==> src/rtl/mtc_pkg.sv <==
/*
 * constants shared by the misc timer/counter register bank: offsets,
 * field positions, reset values and clock-derived counts.
 * assumes a 125 MHz mclk and a 16-bit host bus addressed by bytes.
 */
package mtc_pkg;
	localparam logic [7:0]  TIMER_CONFIG_OFS      = 8'h8c;
	localparam logic [7:0]  TIMER_CURRENT_OFS     = 8'h90;
	localparam logic [7:0]  HOST_WORD_ORDER_OFS   = 8'h98;
	localparam logic [7:0]  TICK_COUNTER_OFS      = 8'h9c;
	localparam logic [7:0]  DROPPED_FRAME_OFS     = 8'ha0;

	localparam int          TIMER_RUN_BIT         = 29;
	localparam int          TIMER_RUN_HI_BIT      = TIMER_RUN_BIT - 16;
	localparam logic [15:0] PRELOAD_RESET         = 16'hffff;
	localparam logic [15:0] PRELOAD_ON_HALT       = 16'hffff;
	localparam logic [15:0] COUNT_RESET           = 16'hffff;
	localparam logic [31:0] WORD_ORDER_RESET      = 32'h0000_0000;
	localparam logic [31:0] WORD_ORDER_SWAPPED    = 32'hffff_ffff;
	localparam logic [31:0] DROP_MIDPOINT_FROM    = 32'h7fff_ffff;

	localparam int          CLK_PERIOD_NS         = 8;
	localparam int          FREE_RUN_PERIOD_NS    = 40;
	localparam int          FREE_RUN_DIV          = FREE_RUN_PERIOD_NS / CLK_PERIOD_NS;
	localparam int          TIMER_TICK_NS         = 1000;
	localparam int          TIMER_TICK_DIV        = TIMER_TICK_NS / CLK_PERIOD_NS;
	localparam int          DIV_W                 = 12;
endpackage

==> src/rtl/mtc_host_if.sv <==
/*
 * carrier between the host pin front end and the register bank.
 * assumes both ends run on mclk; strobes are one-cycle pulses.
 */
`timescale 1ns/10ps
interface mtc_host_if;
	logic        rd_stb;
	logic        wr_stb;
	logic [7:0]  byte_addr;
	logic [15:0] wr_data;
	logic [15:0] rd_data;

	modport front
	(
		output rd_stb, wr_stb, byte_addr, wr_data,
		input  rd_data
	);
	modport csr
	(
		input  rd_stb, wr_stb, byte_addr, wr_data,
		output rd_data
	);
endinterface

==> src/rtl/mtc_csr_top.sv <==
/*
 * misc timer and counter register bank: general purpose timer, host
 * word order control, free-running 25 MHz tick counter and dropped frame
 * tally, reached over the 16-bit sram-like host bus.
 * assumes frame_dropped is a one-cycle pulse from mclk logic; the timer
 * and dropped-frame events feed an interrupt controller elsewhere.
 */
`timescale 1ns/10ps
module mtc_csr_top
#(
	parameter int TICK_DIV = mtc_pkg::TIMER_TICK_DIV,
	parameter int FR_DIV   = mtc_pkg::FREE_RUN_DIV
)
(
	input  wire logic        mclk,
	input  wire logic        rst_b,
	input  wire logic        host_cs_b,
	input  wire logic        host_rd_b,
	input  wire logic        host_wr_b,
	input  wire logic [7:1]  host_addr,
	input  wire logic [15:0] host_data_in,
	output logic      [15:0] host_data_out,
	output logic             host_data_oe,
	input  wire logic        frame_dropped,
	output logic             timer_event,
	output logic             drop_midpoint_event
);
	if (TICK_DIV < 2 || TICK_DIV >= (1 << mtc_pkg::DIV_W))
		$error("TICK_DIV out of range");
	if (FR_DIV < 2 || FR_DIV >= (1 << mtc_pkg::DIV_W))
		$error("FR_DIV out of range");

	localparam logic [mtc_pkg::DIV_W-1:0] TICK_LAST = mtc_pkg::DIV_W'(TICK_DIV - 1);
	localparam logic [mtc_pkg::DIV_W-1:0] FR_LAST   = mtc_pkg::DIV_W'(FR_DIV - 1);

	typedef struct packed
	{
		logic                     run;
		logic [15:0]              preload;
		logic [15:0]              count;
		logic [31:0]              word_order;
		logic [mtc_pkg::DIV_W-1:0] gp_div;
		logic [mtc_pkg::DIV_W-1:0] fr_div;
		logic [31:0]              ticks;
		logic [31:0]              tick_snap;
		logic                     tick_snap_vld;
		logic [31:0]              drops;
		logic [31:0]              drop_snap;
		logic                     drop_snap_vld;
		logic [15:0]              rd_data;
		logic                     timer_evt;
		logic                     mid_evt;
	} mtc_csr_t;

	mtc_csr_t csr_reg;
	mtc_csr_t csr_next;

	mtc_host_if hbus ();

	mtc_host_front u_front
	(
		.mclk     (mclk),
		.rst_b    (rst_b),
		.cs_b     (host_cs_b),
		.rd_b     (host_rd_b),
		.wr_b     (host_wr_b),
		.addr     (host_addr),
		.data_in  (host_data_in),
		.data_out (host_data_out),
		.data_oe  (host_data_oe),
		.bus      (hbus.front)
	);

	// true when the host halfword maps to bits 31-16
	function automatic logic upper_half(input logic a1, input logic [31:0] order);
		upper_half = (order == mtc_pkg::WORD_ORDER_SWAPPED) ? ~a1 : a1;
	endfunction

	function automatic logic [15:0] pick_half(input logic [31:0] val, input logic up);
		pick_half = up ? val[31:16] : val[15:0];
	endfunction

	function automatic logic hits(input logic [7:0] byte_addr, input logic [7:0] ofs);
		hits = (byte_addr[7:2] == ofs[7:2]);
	endfunction

	logic        up;
	logic        rd_drop;
	logic        fr_tick;
	logic        gp_tick;

	always_comb
	begin
		csr_next           = csr_reg;
		csr_next.timer_evt = 1'b0;
		csr_next.mid_evt   = 1'b0;
		// the swap only steers which halfword a host access reaches
		up      = upper_half(hbus.byte_addr[1], csr_reg.word_order);
		rd_drop = hbus.rd_stb && hits(hbus.byte_addr, mtc_pkg::DROPPED_FRAME_OFS);

		// free-running 25 MHz count, no power-state gating exists here
		fr_tick = (csr_reg.fr_div == FR_LAST);
		csr_next.fr_div = fr_tick ? '0 : csr_reg.fr_div + 1'b1;
		if (fr_tick)
			csr_next.ticks = csr_reg.ticks + 32'h0000_0001;

		// host writes
		if (hbus.wr_stb)
		begin
			if (hits(hbus.byte_addr, mtc_pkg::TIMER_CONFIG_OFS))
			begin
				if (up)
				begin
					csr_next.run = hbus.wr_data[mtc_pkg::TIMER_RUN_HI_BIT];
					if (csr_reg.run && !csr_next.run)
						csr_next.preload = mtc_pkg::PRELOAD_ON_HALT;
				end
				else
					csr_next.preload = hbus.wr_data;
			end
			if (hits(hbus.byte_addr, mtc_pkg::HOST_WORD_ORDER_OFS))
			begin
				if (up)
					csr_next.word_order[31:16] = hbus.wr_data;
				else
					csr_next.word_order[15:0] = hbus.wr_data;
			end
		end

		// general purpose timer
		gp_tick = csr_reg.run && (csr_reg.gp_div == TICK_LAST);
		if (!csr_reg.run)
			csr_next.gp_div = '0;
		else
			csr_next.gp_div = gp_tick ? '0 : csr_reg.gp_div + 1'b1;
		if (csr_next.run && !csr_reg.run)
			csr_next.count = csr_next.preload;
		else if (gp_tick)
		begin
			if (csr_reg.count == 16'h0000)
			begin
				csr_next.count     = csr_reg.preload;
				csr_next.timer_evt = 1'b1;
			end
			else
				csr_next.count = csr_reg.count - 16'h0001;
		end

		// dropped frame tally: a drop in the clearing cycle is kept
		if (rd_drop)
			csr_next.drops = frame_dropped ? 32'h0000_0001 : 32'h0000_0000;
		else if (frame_dropped)
		begin
			csr_next.drops = csr_reg.drops + 32'h0000_0001;
			if (csr_reg.drops == mtc_pkg::DROP_MIDPOINT_FROM)
				csr_next.mid_evt = 1'b1;
		end

		// host reads
		if (hbus.rd_stb)
		begin
			csr_next.rd_data = 16'h0000;
			if (hits(hbus.byte_addr, mtc_pkg::TIMER_CONFIG_OFS))
				csr_next.rd_data = pick_half({2'b00, csr_reg.run, 13'h0000, csr_reg.preload},
					up);
			if (hits(hbus.byte_addr, mtc_pkg::TIMER_CURRENT_OFS))
				csr_next.rd_data = pick_half({16'h0000, csr_reg.count}, up);
			if (hits(hbus.byte_addr, mtc_pkg::HOST_WORD_ORDER_OFS))
				csr_next.rd_data = pick_half(csr_reg.word_order, up);
			if (hits(hbus.byte_addr, mtc_pkg::TICK_COUNTER_OFS))
			begin
				if (!csr_reg.tick_snap_vld)
				begin
					// capture all 32 bits so the pair of reads is coherent
					csr_next.tick_snap     = csr_reg.ticks;
					csr_next.tick_snap_vld = 1'b1;
					csr_next.rd_data       = pick_half(csr_reg.ticks, up);
				end
				else
				begin
					csr_next.tick_snap_vld = 1'b0;
					csr_next.rd_data       = pick_half(csr_reg.tick_snap, up);
				end
			end
			if (rd_drop)
			begin
				if (!csr_reg.drop_snap_vld)
				begin
					csr_next.drop_snap     = csr_reg.drops;
					csr_next.drop_snap_vld = 1'b1;
					csr_next.rd_data       = pick_half(csr_reg.drops, up);
				end
				else
				begin
					csr_next.drop_snap_vld = 1'b0;
					csr_next.rd_data       = pick_half(csr_reg.drop_snap, up);
				end
			end
		end
	end

	// the tick counter clears inside the reset itself, well within 160 ns
	always_ff @(posedge mclk or negedge rst_b)
	begin
		if (!rst_b)
		begin
			csr_reg            <= '0;
			csr_reg.preload    <= mtc_pkg::PRELOAD_RESET;
			csr_reg.count      <= mtc_pkg::COUNT_RESET;
			csr_reg.word_order <= mtc_pkg::WORD_ORDER_RESET;
		end
		else
			csr_reg <= csr_next;
	end

	assign hbus.rd_data        = csr_reg.rd_data;
	assign timer_event         = csr_reg.timer_evt;
	assign drop_midpoint_event = csr_reg.mid_evt;
endmodule

==> src/rtl/mtc_host_front.sv <==
/*
 * host pin front end: brings the asynchronous sram-like strobes, address
 * and data into mclk and turns each access into a single strobe.
 * assumes address and write data are stable while a strobe is low.
 */
`timescale 1ns/10ps
module mtc_host_front
(
	input  wire logic        mclk,
	input  wire logic        rst_b,
	input  wire logic        cs_b,
	input  wire logic        rd_b,
	input  wire logic        wr_b,
	input  wire logic [7:1]  addr,
	input  wire logic [15:0] data_in,
	output logic      [15:0] data_out,
	output logic             data_oe,
	mtc_host_if.front        bus
);
	typedef struct packed
	{
		logic [2:0]       rd_sy;
		logic [2:0]       wr_sy;
		logic [2:0][6:0]  a_sy;
		logic [2:0][15:0] d_sy;
		logic             rd_lvl;
		logic             wr_lvl;
		logic             rd_stb;
		logic             wr_stb;
		logic [7:0]       addr;
		logic [15:0]      wdata;
		logic [15:0]      dout;
		logic             oe;
	} mtc_front_t;

	mtc_front_t front_reg;
	mtc_front_t front_next;

	always_comb
	begin
		front_next        = front_reg;
		front_next.rd_sy  = {front_reg.rd_sy[1:0], ~cs_b & ~rd_b};
		front_next.wr_sy  = {front_reg.wr_sy[1:0], ~cs_b & ~wr_b};
		front_next.a_sy   = {front_reg.a_sy[1:0], addr};
		front_next.d_sy   = {front_reg.d_sy[1:0], data_in};
		// a level only counts once the last two stages agree
		if (front_reg.rd_sy[1] == front_reg.rd_sy[2])
			front_next.rd_lvl = front_reg.rd_sy[2];
		if (front_reg.wr_sy[1] == front_reg.wr_sy[2])
			front_next.wr_lvl = front_reg.wr_sy[2];
		front_next.rd_stb = front_next.rd_lvl & ~front_reg.rd_lvl;
		front_next.wr_stb = front_next.wr_lvl & ~front_reg.wr_lvl;
		if (front_next.rd_stb || front_next.wr_stb)
		begin
			front_next.addr  = {front_reg.a_sy[2], 1'b0};
			front_next.wdata = front_reg.d_sy[2];
		end
		front_next.oe   = front_reg.rd_lvl;
		front_next.dout = front_reg.rd_lvl ? bus.rd_data : 16'h0000;
	end

	always_ff @(posedge mclk or negedge rst_b)
	begin
		if (!rst_b)
			front_reg <= '0;
		else
			front_reg <= front_next;
	end

	assign bus.rd_stb    = front_reg.rd_stb;
	assign bus.wr_stb    = front_reg.wr_stb;
	assign bus.byte_addr = front_reg.addr;
	assign bus.wr_data   = front_reg.wdata;
	assign data_out      = front_reg.dout;
	assign data_oe       = front_reg.oe;
endmodule

==> config.mk <==
export PLATFORM = sky130hd
export DESIGN_NAME = mtc_csr_top
export DESIGN_NICKNAME = d
export VERILOG_FILES = /design/src/rtl/mtc_pkg.sv /design/src/rtl/mtc_host_if.sv /design/src/rtl/mtc_csr_top.sv /design/src/rtl/mtc_host_front.sv
export SDC_FILE = /design/constraint.sdc
export NUM_CORES = 1
export LEC_CHECK = 0
export ABC_AREA = 1
export ABC_CLOCK_PERIOD_IN_PS = 2600
export BUFFER_PORTS_ARGS = -buffer_cell sky130_fd_sc_hd__buf_2
export CORE_MARGIN = 4
export CORE_UTILIZATION = 50
export DETAILED_ROUTE_END_ITERATION = 10
export PLACE_DENSITY_LB_ADDON = 0.05
export SKIP_LAST_GASP = 1
export SYNTH_ARGS = -nofsm -noshare
export SYNTH_HDL_FRONTEND = slang
export SYNTH_SLANG_ARGS = --single-unit
==> constraint.sdc <==
create_clock -name mclk -period 2.6 [get_ports mclk]
set_clock_uncertainty 0.2 [all_clocks]
set_input_delay 0.78 -clock mclk [delete_from_list [all_inputs] [get_ports mclk]]
set_output_delay 0.78 -clock mclk [all_outputs]
set_load 0.01 [all_outputs]
After elaboration in Yosys (flattened, before gate mapping)
Cells that the tools add are included.
Word-level totals
  flip-flop bits (word level): 356
  bits of input ports: 29
  word-level logic and storage cells: 116
  output and inout bits: 19
Cells by class
  muxes and demuxes: 39
  reduce and logical (&&, ||, !) cells: 16
  bitwise logic cells: 13
  add/subtract/negate cells: 5
  equality and inequality tests: 11
Operators by type and width (number)
  2-to-1 mux 16 bit: 19
  adder 32 x 1 -> 32 bit (second input constant): 2
  2-to-1 mux 32 bit: 2
  2-to-1 mux 17 bit: 3
  2-to-1 mux 12 bit: 3
  equality test 32 x 31 -> 1 bit (second input constant): 1
  equality test 32 bit (second input constant): 1
  equality test 6 bit (second input constant): 5
  adder 12 x 1 -> 12 bit (second input constant): 2
  logical NOT 16 bit: 1
  subtractor 16 x 1 -> 16 bit (second input constant): 1
  equality test 12 x 3 -> 1 bit (second input constant): 1
  equality test 12 x 7 -> 1 bit (second input constant): 1
  2-to-1 mux 1 bit: 12
  AND reduction 3 bit: 4
  NOT 1 bit: 9
  AND 1 bit: 4
  logical AND 1 bit: 4
  AND reduction 2 bit: 2
  nonzero test 2 bit: 2
  equality test 1 bit: 2
  logical NOT 1 bit: 2
  logical OR 1 bit: 1

Logic depth before layout (Yosys ltp)
  depth in word-level cells: 8
  depth in mapped cells: 15
  gate-level depth less buffers: 14

Hierarchy
A second synthesis with hierarchy kept.
Unflattened totals
  cells, all modules: 2121
  area total of the unflattened synthesis: 17394.2 µm²
By module, submodules not included
  mtc_csr_top: instances 1, area an instance 13564.3 µm², cells an instance 1841, seq. area each 5970.7 µm²
  mtc_host_front: instances 1, area an instance 3829.9 µm², cells an instance 280, seq. area each 2977.9 µm²

Worst setup path after synthesis
No wires, ideal clock.
  path kind: input to register
  start: input port frame_dropped
  end: register csr_reg[79] (netlist name)
  required time: 2.336 ns
  data arrival time: 1.903 ns
  buffers on the path: 0
  slack: 0.433 ns
  setup time: 0.064 ns
  stages: 11
  path through: inv_2 > nor2_4 > nand2_2 > nor2_4 > nand3_2 > nor2_4 > nand2_2 > nor2_2 > nand2_1 > a21oi_1 > o21a_1
On the way
  word-level cells in the longest chain between the ends: 1
RTL lines
  from (decl): line mtc_csr_top.sv:24  | input wire logic frame_dropped,
  nonzero test 2 bit (no source line)
  to (signal assigned): line mtc_csr_top.sv:213  | csr_reg <= csr_next;
  to (decl): line mtc_csr_top.sv:55  | mtc_csr_t csr_reg;
No other way between the ends.
A chain may end at the register's enable or synchronous reset.

Worst setup path in the final report
  start: register u_front.front_reg, in the netlist u_front.bus.byte_addr[2]
  end: register csr_reg[46] (netlist name)
On the way
  word-level cells in the longest chain between the ends: 3
RTL lines
  from (decl): line mtc_host_front.sv:36  | mtc_front_t front_reg;
  from (signal assigned): line mtc_host_front.sv:67  | front_reg <= front_next;
  equality test 6 bit: line mtc_csr_top.sv:84  | hits = (byte_addr[7:2] == ofs[7:2]);
  logical AND 1 bit: line mtc_csr_top.sv:99  | rd_drop = hbus.rd_stb && hits(hbus.byte_addr, mtc_pkg::DROPPED_FRAME_OFS);
  AND reduction 3 bit (no source line)
No other way between the ends.

==> impl_metrics.csv <==
group,metric,value,unit
status,outcome,"finished, final reports clean",
place,post-place-cells,2386,
sta,hold_viol_final,0,
clock_network,max-clock-path-buffers,3,
route,dr.max_layer_used,"met4",
synth,synth-edff-count,0,
floorplan,num_rows,65,
place,dp_hpwl,29.8,mm
clock_network,htree_levels,2,
route,drtIter0Drc,1043,
place,port_buffers,47,
power,internal_power,9.55,mW
min_path,hold_depth,1,
route,wirelength,41.4,mm
synth,synth_area_leaders,"dfrtp_1 50%, nand2_1 13%, dfstp_2 5.2%, inv_1 5.0%, o21ai_0 4.6%",
global_route,grt_pass1_wl,68.6,mm
cells_and_area,area_delta_synth_final,14.3,%
critical_path,cp_data_arrival_time,2.64,ns
synth,netlist_instances,1927,
place,preCtsSetupSlack,0.144,ns
synth,synth-seq-area-share,0.548,
job,drv_cap,0,
global_route,grt_usage,0.237,
clock_network,cts_buffers,39,
clock_network,clock_sinks,356,
power,ir_drop,560,uV
sta,tightest_slew,0.486,ns
floorplan,ios,48,
cells_and_area,largest_reg_flops,219,
route,vias_per_cell,5.25,
power,p_per_area,692,nW/um2
global_route,grt_overflow,0,
critical_path,endpoint_kind,"register",
power,fin_total_pwr,12.9,mW
critical_path,crit_required,2.80,ns
cells_and_area,fin_util,0.586,
place,gp_congestion,0.938,
cells_and_area,layoutNonFillerInstCount,2460,
clock_network,cts.clk_slew.worst_paths,0.06,ns
route,drtAntennaViolNets,0,
global_route,antenna_found_initial,0,
sta,maxSlewViolCount,0,
clock_network,worstSkewPairLatency,0.55,ns
route,wire_per_inst,16.8,um
global_route,grt_max_degree,65,
floorplan,core_area,31900,um2
sta,tns,0,ns
min_path,hold_path_class,"input port to register",
power,clock_power_share,0.439,
clock_network,cts-root-buf,"clkbuf_16",
floorplan,die_area,35600,um2
cells_and_area,drive_above_1_share,0.135,
power,power_switching,3.38,mW
synth,synthFlopType,"dfrtp_1",
synth,ys_types,47,
floorplan,start_util,0.512,
synth,ys_seq_elements,356,
synth,mappedNetlistArea,16300,um2
sta,max_freq,0.411,GHz
route,drcViolationCount,0,
sta,finalCriticalPeriod,2.43,ns
clock_network,cts_tree,"built",
floorplan,die_x,189,um
sta,setup_violations,0,
route,met1Wirelength,20.0,mm
route,route.met3.wl,2.33,mm
sta,worst_slack,0.165,ns
sta,rsz0062_at_grt,"true",
route,met2_length,18.0,mm
critical_path,rr_worst_depth,6,
sta,relSlewSlack,0.675,
power,leakage,8.82,nW
synth,synth_top_area_share,0.497,
synth,synth_nets,1964,
cells_and_area,layout_commonest_cell,"nand2_1",
cells_and_area,finalNetCount,2032,
critical_path,setup.worst_path.class,"register to register",
route,vias,12913,
floorplan,fp.dieH,189,um
cells_and_area,mostFrequentLayoutCells,"552 x nand2_1, 324 x dfrtp_1, 217 x inv_1",
synth,synth.largest_area_cell,"dfrtp_1",
synth,syn_area_per_cell,8.47,um2
sta,post-route-period-util,0.936,
critical_path,critPathMaxFanout,15,
synth,yosys_warnings,0,
cells_and_area,n_antenna_cell,0,
power,pwr-share-seq,0.473,
power,pwr-share-comb,0.088,
power,sw_frac_of_total,0.261,
route,drtPass1Iterations,6,
synth,synthArstFlopShare,1.00,
global_route,grt_pass1_vias,12580,
critical_path,crit_path_start_kind,"register",
critical path, cell delays in order (launching register included):
cell and delay [ns]:
dfrtp_1 0.40, nor4_2 0.26, nand3_1 0.36, nor2_4 0.45, clkinvlp_4 0.39, nand2_1 0.13
o21ai_0 0.09
cells in the mapped netlist (20+ instances only):
master,n
dfstp_2,32
nand2_1,552
nand3_1,124
o21ai_1,20
dfrtp_1,324
a21oi_1,46
o21ai_0,151
nor2_1,108
buf_2,23
nor3_1,47
buf_4,21
nand4_1,24
o22ai_1,27
inv_1,218
xor2_1,46
clkbuf_1,31
cell type report:
cell class / instances / area, um2
clock buffer: 51 / 1100
clock inverter: 20 / 255
fill: 2998 / 13200
inverter: 234 / 882
multi-input combinational: 1254 / 6080
sequential: 356 / 8950
tap: 435 / 544
timing repair buffer: 109 / 846
timing repair inverter: 1 / 7.51
timing repair:
action / CTS / global route
gates resized for setup: 0 / 8
buffers inserted: 0 / 1
hold endpoints to repair: 27 / 0
hold buffers: 1 / 0
setup endpoints to repair: 0 / 41
cells by family after synthesis:
| family | Yosys count | synth area share |
|---|---|---|
| buf+inv | 317 | 0.0809 |
| compound gates | 278 | 0.0944 |
| fa+ha+maj | 9 | 0.00675 |
| mux | 3 | 0.00207 |
| xor+xnor | 47 | 0.0252 |
| simple gates | 917 | 0.243 |
| flops | 356 | 0.548 |
power groups by stage:
stage | clock network (mW) | registers, mW | logic [mW]
detailed placement | 0 | 6.20 | 1.13
finish | 5.68 | 6.11 | 1.14
CTS | 5.81 | 6.10 | 1.14
global placement | 0 | 6.19 | 1.12
global route | 6.08 | 6.14 | 1.28
floorplan | 0 | 6.09 | 0.686
through the flow:
stage | hold slack [ns] | cell area [um2]
floorplan | 0.131 | 16300
global placement | 0.133 | 17200
detailed placement | 0.135 | 17200
CTS | 0.113 | 18600
global route | 0.113 | 18700
finish | 0.139 | 18700
worst paths after layout:
| path | start | endpoint | slack [ns] |
|---|---|---|---|
| max | u_front.bus.byte_addr[2] | csr_reg[46] | 0.17 |
| min | host_data_in[14] | u_front.front_next[75] | 0.14 |
| max reg2reg | u_front.bus.byte_addr[2] | csr_reg[46] | 0.17 |
| min reg2reg | u_front.front_next[70] | u_front.front_next[86] | 0.14 |
| max in group asynchronous | rst_b | csr_reg[104] | 0.94 |
| min in group asynchronous | rst_b | csr_reg[198] | 0.53 |
per-layer routing:
layer	track usage	up-vias
li1	-	6329
met1	0.367	6161
met2	0.353	354
met3	0.0337	69
met4	0.0653	0
met5	0	-
Power figures use the tool's default switching activity.
